==> src/shared/fstc_pkg.sv <==
// fstc_pkg: constants and enumerations for the frame start trigger control
// assumes a 50 MHz system clock; periods are expressed in clock cycles
package fstc_pkg;
	localparam int FSTC_PERIOD_W = 32;
	localparam int FSTC_EXP_W = 32;
	// trigger mode encodings
	localparam logic FSTC_MODE_OFF = 1'h0;
	localparam logic FSTC_MODE_ON = 1'h1;
	// acquisition mode encodings
	localparam logic FSTC_ACQ_SINGLE = 1'h0;
	localparam logic FSTC_ACQ_CONT = 1'h1;
	// trigger source encodings, line 1 is the reset value
	localparam logic FSTC_SRC_SOFTWARE = 1'h0;
	localparam logic FSTC_SRC_LINE1 = 1'h1;
	localparam logic FSTC_SRC_RESET = FSTC_SRC_LINE1;
	// edge selection encodings
	localparam logic FSTC_EDGE_RISING = 1'h0;
	localparam logic FSTC_EDGE_FALLING = 1'h1;
	// exposure source encodings
	localparam logic FSTC_EXPO_TIMED = 1'h0;
	localparam logic FSTC_EXPO_WIDTH = 1'h1;
	localparam logic [FSTC_EXP_W-1:0] FSTC_EXP_MIN = 32'h0000_0001;
	typedef enum logic [1:0] {
		FSTC_IDLE = 2'b00,
		FSTC_WAIT = 2'b01,
		FSTC_EXPOSE = 2'b10
	} fstc_state_t;
endpackage

==> src/verilog/fstc_edge_detect.sv <==
// fstc_edge_detect: synchronises input line 1 and flags the selected edge
// assumes line_in is asynchronous to clock
`timescale 1ns/1ps
module fstc_edge_detect
	import fstc_pkg::*;
(
	// clock and reset
	input wire logic clock,
	input wire logic rst_n,
	// line and edge choice
	input wire logic line_in,
	input wire logic falling_sel,
	// result
	output logic level,
	output logic edge_pulse
);
	logic meta_r;
	logic sync_r;
	logic prev_r;
	logic [1:0] fill_r;

	always_ff @(posedge clock)
	begin
		if (!rst_n)
		begin
			meta_r <= 1'h0;
			sync_r <= 1'h0;
			prev_r <= 1'h0;
		end
		else
		begin
			meta_r <= line_in;
			sync_r <= meta_r;
			prev_r <= sync_r;
		end
	end

	// no edge until prev_r holds a real sample: a line idling high
	// would otherwise look like a rising edge just after reset
	always_ff @(posedge clock)
	begin
		if (!rst_n)
			fill_r <= 2'h0;
		else if (fill_r != 2'h3)
			fill_r <= fill_r + 2'h1;
	end

	assign level = sync_r;
	// one-cycle pulse on the chosen transition
	assign edge_pulse = (fill_r == 2'h3) && ((falling_sel == FSTC_EDGE_FALLING)
		? (prev_r & ~sync_r) : (~prev_r & sync_r));

	rising_pulse_a: assert property (@(posedge clock) disable iff (!rst_n)
		(fill_r == 2'h3 && falling_sel == FSTC_EDGE_RISING && $rose(sync_r))
		|-> edge_pulse)
		else $error("rising edge not flagged");
	single_pulse_a: assert property (@(posedge clock) disable iff (!rst_n)
		edge_pulse |=> !edge_pulse)
		else $error("edge pulse longer than one cycle");
endmodule

==> src/verilog/fstc_top.sv <==
// fstc_top: frame start trigger control, decides when each exposure begins
// assumes command inputs are one-cycle pulses from logic on the same clock;
// max_period is supplied by the frame rate calculator outside this block
`timescale 1ns/1ps

module fstc_top
	import fstc_pkg::*;
(
	// clock and reset
	input wire logic clock,
	input wire logic rst_n,
	// acquisition commands and settings
	input wire logic acq_mode_valid,
	input wire logic acq_mode,
	input wire logic acq_start_cmd,
	input wire logic acq_stop_cmd,
	input wire logic acq_start_trig_enable,
	input wire logic acq_start_trig,
	// frame start trigger settings
	input wire logic trigger_mode,
	input wire logic source_wr,
	input wire logic source_wdata,
	input wire logic edge_sel,
	input wire logic exposure_sel,
	input wire logic software_trig,
	input wire logic line1_in,
	// timing settings in clock cycles
	input wire logic frame_rate_limit_enable,
	input wire logic [FSTC_PERIOD_W-1:0] rate_period,
	input wire logic [FSTC_PERIOD_W-1:0] max_period,
	input wire logic [FSTC_EXP_W-1:0] exposure_time,
	// status and events
	output logic trigger_source,
	output logic waiting_frame_start,
	output logic exposing,
	output logic frame_start,
	output logic overtrigger
);
	fstc_state_t state_r;
	fstc_state_t state_nxt;
	logic source_r;
	logic armed_r;
	logic line_level;
	logic line_edge;
	logic [FSTC_PERIOD_W-1:0] period_cnt_r;
	logic [FSTC_EXP_W-1:0] exp_cnt_r;
	logic width_mode_r;
	logic start_seen_r;
	logic stop_seen_r;
	logic [FSTC_PERIOD_W-1:0] eff_period;
	logic int_trig;
	logic ext_trig;
	logic trig;
	logic accept;
	logic exp_done;
	logic wait_r;
	logic expo_r;
	logic fs_r;
	logic ovr_r;

	fstc_edge_detect u_edge
	(
		.clock(clock),
		.rst_n(rst_n),
		.line_in(line1_in),
		.falling_sel(edge_sel),
		.level(line_level),
		.edge_pulse(line_edge)
	);

	// source setting, line 1 after reset
	always_ff @(posedge clock)
	begin
		if (!rst_n)
			source_r <= FSTC_SRC_RESET;
		else if (source_wr)
			source_r <= source_wdata;
	end

	// remembers a start command until the start trigger arrives
	always_ff @(posedge clock)
	begin
		if (!rst_n)
			start_seen_r <= 1'h0;
		else if (acq_stop_cmd || state_r != FSTC_IDLE)
			start_seen_r <= 1'h0;
		else if (acq_start_cmd && acq_mode_valid)
			start_seen_r <= 1'h1;
	end

	// a stop during an exposure is held until that exposure ends
	always_ff @(posedge clock)
	begin
		if (!rst_n)
			stop_seen_r <= 1'h0;
		else if (state_r == FSTC_IDLE)
			stop_seen_r <= 1'h0;
		else if (acq_stop_cmd)
			stop_seen_r <= 1'h1;
	end

	// larger period means slower rate; clamp to the maximum permitted rate
	always_comb
	begin
		if (frame_rate_limit_enable && rate_period > max_period)
			eff_period = rate_period;
		else
			eff_period = max_period;
	end

	// internal trigger when mode off and the period has elapsed
	assign int_trig = (trigger_mode == FSTC_MODE_OFF) && armed_r
		&& (period_cnt_r == '0);
	assign ext_trig = (trigger_mode == FSTC_MODE_ON) && ((source_r == FSTC_SRC_SOFTWARE)
		? software_trig : line_edge);
	assign trig = int_trig || ext_trig;
	assign accept = trig && state_r == FSTC_WAIT;
	assign exp_done = width_mode_r ? (line_level == edge_sel) : (exp_cnt_r <= FSTC_EXP_MIN);

	// armed while internal triggers are still owed
	always_ff @(posedge clock)
	begin
		if (!rst_n)
			armed_r <= 1'h0;
		else if (acq_stop_cmd)
			armed_r <= 1'h0;
		else if (state_r == FSTC_IDLE && state_nxt == FSTC_WAIT)
			armed_r <= 1'h1;
		else if (accept && int_trig && acq_mode == FSTC_ACQ_SINGLE)
			armed_r <= 1'h0;
	end

	// spacing counter between internal triggers
	always_ff @(posedge clock)
	begin
		if (!rst_n)
			period_cnt_r <= '0;
		else if (accept)
			period_cnt_r <= eff_period - 32'h0000_0001;
		else if (period_cnt_r != '0)
			period_cnt_r <= period_cnt_r - 32'h0000_0001;
	end

	// exposure timing: programmed time or the trigger pulse width
	always_ff @(posedge clock)
	begin
		if (!rst_n)
		begin
			exp_cnt_r <= '0;
			width_mode_r <= 1'h0;
		end
		else if (accept)
		begin
			exp_cnt_r <= exposure_time;
			width_mode_r <= (trigger_mode == FSTC_MODE_ON) && (source_r == FSTC_SRC_LINE1)
				&& (exposure_sel == FSTC_EXPO_WIDTH);
		end
		else if (exp_cnt_r != '0)
			exp_cnt_r <= exp_cnt_r - 32'h0000_0001;
	end

	always_comb
	begin
		state_nxt = state_r;
		unique case (state_r)
			FSTC_IDLE:
				if (start_seen_r && acq_mode_valid && !acq_stop_cmd
					&& (!acq_start_trig_enable || acq_start_trig))
					state_nxt = FSTC_WAIT;
			// accepted trigger wins over a stop, so every frame_start gets its exposure
			FSTC_WAIT:
				if (accept)
					state_nxt = FSTC_EXPOSE;
				else if (acq_stop_cmd)
					state_nxt = FSTC_IDLE;
			FSTC_EXPOSE:
				if (exp_done)
					state_nxt = (acq_stop_cmd || stop_seen_r
						|| (trigger_mode == FSTC_MODE_OFF && !armed_r))
						? FSTC_IDLE : FSTC_WAIT;
			default:
				state_nxt = FSTC_IDLE;
		endcase
	end

	always_ff @(posedge clock)
	begin
		if (!rst_n)
			state_r <= FSTC_IDLE;
		else
			state_r <= state_nxt;
	end

	// registered outputs; late triggers are dropped, external ones during exposure flagged
	always_ff @(posedge clock)
	begin
		if (!rst_n)
		begin
			wait_r <= 1'h0;
			expo_r <= 1'h0;
			fs_r <= 1'h0;
			ovr_r <= 1'h0;
		end
		else
		begin
			wait_r <= state_nxt == FSTC_WAIT;
			expo_r <= state_nxt == FSTC_EXPOSE;
			fs_r <= accept;
			ovr_r <= ext_trig && state_r == FSTC_EXPOSE;
		end
	end

	assign trigger_source = source_r;
	assign waiting_frame_start = wait_r;
	assign exposing = expo_r;
	assign frame_start = fs_r;
	assign overtrigger = ovr_r;

	accept_frame_a: assert property (@(posedge clock) disable iff (!rst_n)
		(trig && state_r == FSTC_WAIT) |=> frame_start && exposing)
		else $error("accepted trigger did not start a frame");
	wait_needs_start_a: assert property (@(posedge clock) disable iff (!rst_n)
		(state_r == FSTC_IDLE && state_nxt == FSTC_WAIT) |-> start_seen_r)
		else $error("waiting entered without start command");
	discard_trig_a: assert property (@(posedge clock) disable iff (!rst_n)
		(state_r != FSTC_WAIT) |=> !frame_start)
		else $error("trigger accepted outside waiting");
	overtrig_a: assert property (@(posedge clock) disable iff (!rst_n)
		(ext_trig && state_r == FSTC_EXPOSE) |=> overtrigger && !frame_start)
		else $error("overtrigger not raised");
	leave_wait_a: assert property (@(posedge clock) disable iff (!rst_n)
		accept |=> !waiting_frame_start)
		else $error("waiting held during exposure");
	source_reset_a: assert property (@(posedge clock)
		!rst_n |=> trigger_source == FSTC_SRC_LINE1)
		else $error("source not line 1 after reset");
	single_stop_a: assert property (@(posedge clock) disable iff (!rst_n)
		(accept && int_trig && acq_mode == FSTC_ACQ_SINGLE && !acq_stop_cmd) |=> !armed_r)
		else $error("single frame kept triggering");
	stop_cmd_a: assert property (@(posedge clock) disable iff (!rst_n)
		acq_stop_cmd |=> !armed_r)
		else $error("triggers continue after stop");
	rate_clamp_a: assert property (@(posedge clock) disable iff (!rst_n)
		(accept && !frame_rate_limit_enable) |=> period_cnt_r == $past(max_period) - 1)
		else $error("period not at maximum rate");
	sw_source_a: assert property (@(posedge clock) disable iff (!rst_n)
		(trigger_mode && source_r == FSTC_SRC_SOFTWARE && line_edge && !software_trig)
		|-> !ext_trig)
		else $error("line edge used while source is software");

	internal_cv: cover property (@(posedge clock) disable iff (!rst_n) accept && int_trig);
	software_cv: cover property (@(posedge clock) disable iff (!rst_n)
		accept && trigger_mode && source_r == FSTC_SRC_SOFTWARE);
	line_cv: cover property (@(posedge clock) disable iff (!rst_n) accept && line_edge);
	overtrig_cv: cover property (@(posedge clock) disable iff (!rst_n) overtrigger);
endmodule

==> config.mk <==
export PLATFORM = sky130hd
export DESIGN_NAME = fstc_top
export DESIGN_NICKNAME = d
export VERILOG_FILES = /design/src/shared/fstc_pkg.sv /design/src/verilog/fstc_edge_detect.sv /design/src/verilog/fstc_top.sv
export SDC_FILE = /design/constraint.sdc
export NUM_CORES = 1
export LEC_CHECK = 0
export BUFFER_PORTS_ARGS = -buffer_cell sky130_fd_sc_hd__buf_4
export CAP_MARGIN = 25
export CORE_MARGIN = 10
export CORE_UTILIZATION = 55
export CTS_BUF_LIST = sky130_fd_sc_hd__clkbuf_2
export CTS_CLUSTER_SIZE = 14
export DETAILED_ROUTE_END_ITERATION = 6
export PLACE_DENSITY = 0.81
export SYNTH_ARGS = -nofsm -noshare
export SYNTH_HDL_FRONTEND = slang
export SYNTH_HIERARCHICAL = 1
export SYNTH_SLANG_ARGS = --single-unit
export TNS_END_PERCENT = 30
==> constraint.sdc <==
create_clock -name clock -period 9 [get_ports clock]
set_input_delay 0.9 -clock clock [delete_from_list [all_inputs] [get_ports clock]]
set_output_delay 0.9 -clock clock [all_outputs]
set_load 0.005 [all_outputs]
### Word-level counts from Yosys, hierarchy flattened

Cells that the tools add are included.

| word-level totals | value |
|---|---|
| bits in writable memories | 0 |
| bits in read-only memories | 0 |
| input port bits | 112 |
| latch bits | 0 |
| output and inout port bits | 5 |
| memories kept | 0 |
| register bits | 80 |

| cells by class | value |
|---|---|
| muxes and demuxes | 16 |
| divide/modulo/power cells | 0 |
| multipliers | 0 |
| $add $sub $neg | 4 |
| magnitude comparators | 2 |
| equality and inequality tests | 7 |
| bitwise operators | 7 |
| shift-type cells | 0 |
| reduce and logical (&&, ||, !) cells | 36 |

Operators by type and width:

| kind | count |
|---|---|
| two-way mux 32 bit | 5 |
| subtractor 32 x 1 -> 32 bit (second input constant) | 3 |
| nonzero test 32 bit | 2 |
| greater-than comparator 32 bit | 1 |
| less-or-equal comparator 32 x 1 -> 1 bit (second input constant) | 1 |
| logical NOT 32 bit | 1 |
| logical AND 1 bit | 17 |
| two-way mux 2 bit | 4 |
| nonzero test 2 bit | 4 |
| equality test 2 bit (second input constant) | 3 |
| two-way mux 1 bit | 6 |
| one-hot mux 2 bit (3 select lines) | 1 |
| OR reduction 2 bit | 3 |
| logical OR 1 bit | 5 |
| NOT 1 bit | 5 |
| equality test 2 x 1 -> 1 bit (second input constant) | 2 |
| logical NOT 1 bit | 3 |
| adder 2 x 1 -> 2 bit (second input constant) | 1 |
| AND 1 bit | 2 |
| logical NOT 2 bit | 1 |
| inequality test 2 bit (second input constant) | 1 |
| equality test 1 bit | 1 |

### Depth between registers and ports, before layout

Gate-level depths: netlist of run 1.

| logic depth | value |
|---|---|
| word-level depth | 13 |
| depth in mapped cells | 22 |
| gate-level depth less buffers | 17 |

### Cells and area by module

The synthesis of run 1 kept the hierarchy.

By module, submodules not included:

| module | cells each | area an instance (um2) | instances |
|---|---|---|---|
| fstc_top | 727 | 5,545.3 | 1 |
| fstc_edge_detect | 16 | 186.4 | 1 |

### Least setup slack after synthesis of run 1

OpenSTA, ideal clock, no wires.

| timing path | value |
|---|---|
| kind | input to register |
| start | input max_period[31] |
| end | register period_cnt_r[22] |
| data required time | 8,879 ps |
| arrival | 4,878 ps |
| setup time | 121 ps |
| buffers on the path | 5 |
| cell stages on the path | 22 |
| setup slack | 4,001 ps |
| path through | inv_1 > ha_1 > nand4_2 > or4_4 > o21ai_1 > a31o_2 > buf_2 > nand2_2 > buf_4 > clkbuf_1 > clkbuf_1 > nand2_1 > a21oi_1 > a21oi_1 > ha_1 > o21ai_0 > a221o_1 > nor3_4 > and2b_1 > buf_6 > nand3b_2 > mux2_4 |

| on the way | value |
|---|---|
| cells in the longest elaborated chain, start to end | 5 |

RTL lines:

| item | RTL line | source |
|---|---|---|
| start, declared | fstc_top.sv:30 | `input wire logic [FSTC_PERIOD_W-1:0] max_period,` |
| greater-than comparator 32 bit | fstc_top.sv:105 | `if (frame_rate_limit_enable && rate_period > max_period)` |
| logical AND 1 bit | fstc_top.sv:105 |  |
| two-way mux 32 bit | fstc_top.sv:105 |  |
| subtractor 32 x 1 -> 32 bit | fstc_top.sv:139 | `period_cnt_r <= eff_period - 32'h0000_0001;` |
| two-way mux 32 bit | fstc_top.sv:138 | `else if (accept)` |
| end signal, assigned | fstc_top.sv:139 |  |
| end signal, assigned | fstc_top.sv:141 | `period_cnt_r <= period_cnt_r - 32'h0000_0001;` |
| end, declared | fstc_top.sv:45 | `logic [FSTC_PERIOD_W-1:0] period_cnt_r;` |

No other way between the ends.
A chain may end at the register's enable or synchronous reset.

### Worst setup path after layout of run 1

| timing path | value |
|---|---|
| start | input rate_period[27] |
| end | register period_cnt_r[29] |

| on the way | value |
|---|---|
| cells in the longest elaborated chain, start to end | 5 |

RTL lines:

| item | RTL line | source |
|---|---|---|
| start, declared | fstc_top.sv:29 | `input wire logic [FSTC_PERIOD_W-1:0] rate_period,` |
| greater-than comparator 32 bit | fstc_top.sv:105 |  |
| logical AND 1 bit | fstc_top.sv:105 |  |
| two-way mux 32 bit (*) | fstc_top.sv:105 |  |
| subtractor 32 x 1 -> 32 bit (*) | fstc_top.sv:139 |  |
| two-way mux 32 bit (*) | fstc_top.sv:138 |  |

Every way passes the cells marked *; elsewhere a longest branch is shown, timed or not.

==> results.py, run 1 <==
metrics = {
    "yosys": {
        "ys_seq_elements": 80,
        "yosysWarnings": 6,
        "syn_nets": 891,
        "synth_flop_cell": "dfxtp_1",
        "yosysSeqAreaShare_pct": 27.9,
        "ys_async_sr_fraction_pct": 0,
        "ys_types": 71,
        "netlist_instances": 743,
        "synth_edf_count": 0,
        "syn_area_um2": 5730,
        "syn-mean-instance-area_um2": 7.71,
    },
    "routing": {
        "vias": 5761,
        "drt_iter0_markers": 432,
        "routed-wl-met2_mm": 8.13,
        "routed_wl_mm": 16.4,
        "drt.antenna.violating_nets": 0,
        "drc": 0,
        "drt_pass1_iterations": 5,
        "top_layer": "met4",
        "dr_wl_met3_um": 934,
        "wl_per_cell_um": 16.8,
        "wl_met1_mm": 6.89,
        "vias_per_cell": 5.90,
    },
    "clocking": {
        "tritoncts": "built",
        "clock_latency_ns": 0.55,
        "htree_num_levels": 3,
        "cts_root_buf": "clkbuf_2",
        "cts_setup_buffers": 0,
        "clock_path_buffers": 2,
        "path_clk_slew_ns": 0.22,
        "cts_buffers": 9,
        "clock-sinks": 80,
        "cts_resized": 0,
        "cts_hold_buf": 0,
    },
    "critical_path": {
        "crit_path_end_kind": "flop",
        "timing.critical_path.cells": "buf_4 > ha_1 > nand4_1 > or4_4 > o21ai_1 > a31o_2 > nand2_2 > o211ai_1 > or4b_4 > nand4bb_1 > nor2_4 > nand3_1 > mux2_4",
        "critical-path-slowest-cell": "nand4bb_1",
        "max_stage_delay_ns": 0.63,
        "worstPathArrival_ns": 5.68,
        "path_class": "input port to flop",
        "required_ns": 9.46,
        "start_kind": "input port",
        "worst-path-max-fanout": 33,
    },
    "power_and_ir_drop": {
        "seqPwrFrac_pct": 29.5,
        "intPower_mw": 1.08,
        "p_leak_nw": 3.10,
        "p_clk_share_pct": 9.7,
        "combPwrFrac_pct": 60.8,
        "p_switching_mw": 0.933,
        "irDropWorstVdd_uv": 293,
        "p_per_area_nw_per_um2": 298,
        "swShare_pct": 46.4,
    },
    "final_layout": {
        "antennaDiodeCount": 0,
        "fill_cells": 880,
        "final_nets": 984,
        "postLayoutCoreUtil_pct": 65.9,
        "layout-drive-gt1-share_pct": 20.1,
        "fin_area_um2": 6750,
        "area_delta_synth_final_pct": 17.7,
        "final_cells": 977,
    },
    "sta": {
        "drv_slew": 0,
        "fmax_mhz": 192,
        "hold_viol": 0,
        "worst_pin_slew_ns": 0.867,
        "setup_viol": 0,
        "period_share_pct": 58.0,
        "setup-tns-final_ns": 0,
        "setup_ws_ns": 3.78,
        "finalClockSkew_ns": 0.0295,
        "relSlewSlack_pct": 42.2,
        "rsz0062_at_grt": "false",
        "timing.final.crit_period_ns": 5.22,
    },
    "placement": {
        "place_area_um2": 6640,
        "dp.cells": 961,
        "io_buffers": 116,
        "place_ws_ns": 3.24,
        "hpwlAfterDp_mm": 12.6,
        "place.gp.congestion": 0.956,
    },
    "grt": {
        "grt_pass1_wl_mm": 26.7,
        "grt_usage_pct": 21.5,
        "grt_pass1_vias": 5776,
        "antenna_found_initial": 0,
        "grt_max_degree": 90,
        "grt_remaining_overflow": 0,
    },
    "worst_hold_path": {
        "hold_class": "flop to flop",
    },
    "floorplan": {
        "row_count": 37,
        "io_pins": 117,
        "fp.dieArea_um2": 14900,
        "start_util_pct": 56.0,
        "die_y_um": 122,
        "core_um2": 10200,
        "die_w_um": 122,
    },
    "flow_run": {
        "cap_violations": 0,
    },
    "status": {
        "status": "finished, final reports clean",
    },
}
path summary, 6_finish.rpt:
kind / end / slack [ns] / from / depth (start not counted)
setup / recovery: period_cnt_r[29]$_SDFFE_PN0P_ / 3.78 / rate_period[27] / 13
hold / removal: u_edge/level$_SDFF_PN0_ / 0.46 / u_edge/meta_r$_SDFF_PN0_ / 1
setup reg to reg: period_cnt_r[29]$_SDFFE_PN0P_ / 3.93 / period_cnt_r[3]$_SDFFE_PN0P_ / 12
hold reg to reg: u_edge/level$_SDFF_PN0_ / 0.46 / u_edge/meta_r$_SDFF_PN0_ / 1
logic make-up (layout without fill, tap and decap cells):
family / count (synthesis) / in the layout / share of synthesized area [%]
compound gates: 188 / 188 / 22.7
xor+xnor: 45 / 45 / 6.88
fa+ha+maj: 36 / 36 / 7.86
buf+inv: 83 / 181 / 6.11
flops: 80 / 80 / 27.9
mux: 9 / 9 / 1.77
simple gates: 302 / 302 / 26.7
synthesized netlist by cell type, drive strengths merged (11+ instances only):
cell,count,area [um2]
xor2,17,149
a31oi,18,119
or3,12,75.1
nand4,15,100
nand2,71,269
nand3,18,90.1
inv,45,169
ha,36,450
a211oi,12,90.1
nor4,22,156
a21oi,40,200
clkbuf,24,90.1
o211a,17,170
o21ai,44,220
buf,14,91.3
xnor2,28,245
nor2b,11,68.8
nor3,20,111
dfxtp,80,1600
nor2,95,367
through the flow:
step	hold WS (ns)	total power [mW]
6_report	0.465	2.01
5_1_grt	0.484	2.20
4_1_cts	0.464	2.00
3_5_place_dp	0.419	1.80
3_3_place_gp	0.424	1.76
2_1_floorplan	0.412	1.53
layer usage:
layer,vias up,GRT usage (%)
met5,-,0
met1,2686,25.0
met2,183,37.7
li1,2853,-
met3,39,5.41
met4,0,7.36
power groups by stage:
stage | Clock [mW] | Sequential (mW) | Combinational (mW)
floorplan | 0 | 0.570 | 0.955
global placement | 0 | 0.592 | 1.17
detailed placement | 0 | 0.598 | 1.21
CTS | 0.195 | 0.590 | 1.22
global route | 0.210 | 0.610 | 1.38
finish | 0.194 | 0.593 | 1.22
cells in the final DEF, fill, tap and decap left out, types with 12 or more instances in the layout:
master | synthesis | final
nor2_1 | 93 | 93
nand3_1 | 18 | 18
dfxtp_1 | 80 | 80
nand4_1 | 14 | 14
nand2_1 | 70 | 69
ha_1 | 36 | 36
inv_1 | 45 | 45
xor2_1 | 17 | 17
o21ai_0 | 42 | 41
a211oi_1 | 12 | 12
or3_1 | 12 | 12
o211a_1 | 17 | 17
nor3_1 | 19 | 19
xnor2_1 | 28 | 28
a31oi_1 | 17 | 17
a21oi_1 | 40 | 40
nor4_1 | 19 | 19
buf_4 | 2 | 120
registers in the layout, indices dropped and copies added, names as in the netlist, 2 cells and up:
| register | flops |
|---|---|
| u_edge/fill_r | 2 |
| state_r | 2 |
| exp_cnt_r | 32 |
| period_cnt_r | 32 |
cell type report:
class	instances	area [um2]	share of cell area, %
Clock inverter	6	60.1	0.890
Multi-Input combinational cell	580	3790	56.3
Sequential cell	80	1600	23.7
Clock buffer	10	50.0	0.742
Timing Repair Buffer	120	901	13.4
Inverter	45	169	2.50
Tap cell	136	170	2.52
critical path, delay by kind of cell:
kind	cells	cell delay, ns
buffers and inverters	1	0.11
muxes	1	0.31
and+or+nand+nor	7	3.01
adders and majority gates	1	0.31
AOI/OAI and AO/OA	3	1.02
(Power assumes the default switching activity.)
==> run 2, diff against run 1 <==
- CORE_UTILIZATION: 55 -> 52
- PLACE_DENSITY: 0.81 -> 0.8
- clock period: 9 -> 4.8 ns (I/O delays scaled with it)
==> run 2 against run 1 <==
Compared with the run above: sequential cell count unchanged; critical path type is now flop to flop; register-to-register slack lost 3.4 ns; largest power group unchanged; core utilization fell by 2.4 points; largest cell class unchanged.
==> results.py, run 2 (synthesis results as in run 1) <==
metrics = {
    "critical_path": {
        "required_ns": 5.20,
        "critPathMostFrequentCell": "nor4_1",
        "worstPathArrival_ns": 4.66,
        "r2r_cells": 11,
        "max_stage_delay_ns": 0.56,
        "path_class": "flop to flop",
        "worstSetupEndpoint": "period_cnt_r[26]$_SDFFE_PN0P_",
        "r2r_start": "period_cnt_r[23]$_SDFFE_PN0P_",
        "r2r_slack_ns": 0.54,
        "r2r-end": "period_cnt_r[26]$_SDFFE_PN0P_",
        "crit_path_end_kind": "flop",
        "start_kind": "flop",
        "critical-path-slowest-cell": "a2111oi_4",
        "critPathLaunch": "period_cnt_r[23]$_SDFFE_PN0P_",
        "worst-path-max-fanout": 25,
        "timing.critical_path.cells": "nor4_1 > nand4_1 > o41ai_2 > and2_2 > buf_4 > o211ai_1 > a2111oi_4 > nand3_1 > nor4_1 > xnor2_1 > nor2_1",
    },
    "placement": {
        "io_buffers": 116,
        "hpwlAfterDp_mm": 13.1,
        "place.gp.congestion": 0.962,
        "place_ws_ns": 0.193,
    },
    "flow_run": {
        "cap_violations": 0,
    },
    "clocking": {
        "cts_hold_buf": 0,
        "cts_setup_buffers": 0,
        "cts_buffers": 9,
        "path_clk_slew_ns": 0.24,
        "clock_path_buffers": 2,
        "clock_latency_ns": 0.55,
        "tritoncts": "built",
        "cts_root_buf": "clkbuf_2",
        "htree_num_levels": 3,
        "cts_resized": 0,
        "clock-sinks": 80,
    },
    "sta": {
        "worst_pin_slew_ns": 0.850,
        "setup_ws_ns": 0.544,
        "relSlewSlack_pct": 42.7,
        "timing.hold.ws_ns": 0.129,
        "hold_viol": 0,
        "timing.final.crit_period_ns": 4.26,
        "fmax_mhz": 235,
        "drv_slew": 0,
        "rsz0062_at_grt": "false",
        "setup_viol": 0,
        "setup-tns-final_ns": 0,
        "finalClockSkew_ns": 0.0374,
        "period_share_pct": 88.7,
    },
    "routing": {
        "drt.antenna.violating_nets": 0,
        "routed_wl_mm": 16.7,
        "drc": 0,
        "wl_per_cell_um": 16.9,
        "drt_iter0_markers": 440,
        "vias": 5917,
        "drt_pass1_iterations": 5,
        "vias_per_cell": 5.97,
    },
    "grt": {
        "grt_usage_pct": 20.7,
        "grt_pass1_vias": 5937,
        "grt_pass1_wl_mm": 27.8,
        "grt_max_degree": 72,
        "antenna_found_initial": 0,
        "grt_remaining_overflow": 0,
    },
    "power_and_ir_drop": {
        "irDropWorstVdd_uv": 497,
        "p_leak_nw": 3.16,
        "power.total_mw": 3.88,
        "p_per_area_nw_per_um2": 565,
    },
    "final_layout": {
        "final_cell_mix": "130 x buf_4, 93 x nor2_1, 80 x dfxtp_1",
        "final_nets": 994,
        "postLayoutCoreUtil_pct": 63.6,
        "antennaDiodeCount": 0,
        "top_regs": "exp_cnt_r (32), period_cnt_r (32)",
        "final_common_cell": "buf_4",
        "area_delta_synth_final_pct": 19.7,
        "fill_cells": 936,
        "layout-drive-gt1-share_pct": 21.2,
    },
    "worst_hold_path": {
        "hold_class": "input port to flop",
        "worstHoldPathCells": 3,
    },
    "floorplan": {
        "row_count": 38,
        "fp.dieArea_um2": 15600,
        "start_util_pct": 53.1,
        "core_um2": 10800,
        "die_y_um": 125,
        "io_pins": 117,
        "die_w_um": 125,
    },
    "status": {
        "status": "finished, final reports clean",
    },
}
==> run 2: power breakdown <==
group          total, mW  switching, mW  internal [mW]  leakage [nW]
sequential          1.11          0.201          0.912         0.653
clock              0.426          0.250          0.177        0.0787
combinational       2.34           1.31           1.02          2.43
total               3.88           1.76           2.11          3.16
==> run 2: worst min-delay path by stage <==
stage                                  start                           to
floorplan           u_edge/meta_r$_SDFF_PN0_      u_edge/level$_SDFF_PN0_
global placement    u_edge/meta_r$_SDFF_PN0_      u_edge/level$_SDFF_PN0_
detailed placement  u_edge/meta_r$_SDFF_PN0_      u_edge/level$_SDFF_PN0_
CTS                             source_wdata  trigger_source$_SDFFE_PN1P_
global route                        line1_in     u_edge/meta_r$_SDFF_PN0_
finish                          source_wdata  trigger_source$_SDFFE_PN1P_
==> run 2: critical path: cells and delay by family (launching register included) <==
| kind | cells | cell delay, ns |
|---|---|---|
| flip-flops | 1 | 0.36 |
| XOR/XNOR | 1 | 0.17 |
| buffers and inverters | 1 | 0.35 |
| AND/OR/NAND/NOR | 6 | 2.00 |
| AO/OA/AOI/OAI | 3 | 1.24 |
==> run 2: stage by stage <==
stage / cell area (um2) / cells
after floorplan: 5730 / 743
after global placement: 6720 / 975
after detailed placement: 6720 / 975
after CTS: 6860 / 991
after global routing: 6860 / 991
final: 6860 / 991
==> run 2: layout make-up <==
type / instances / area, um2 / share of cell area, %
Clock buffer: 10 / 50.0 / 0.730
Tap cell: 140 / 175 / 2.55
Timing Repair Buffer: 130 / 976 / 14.2
Clock inverter: 6 / 92.6 / 1.35
Inverter: 45 / 169 / 2.46
Sequential cell: 80 / 1600 / 23.3
Multi-Input combinational cell: 580 / 3790 / 55.3
==> run 2: metal layers <==
metal / wire (um) / global-route usage, %
met2: 8350 / 36.7
met3: 876 / 3.93
met1: 7120 / 24.5
met4: 386 / 6.71
met5: 0 / 0
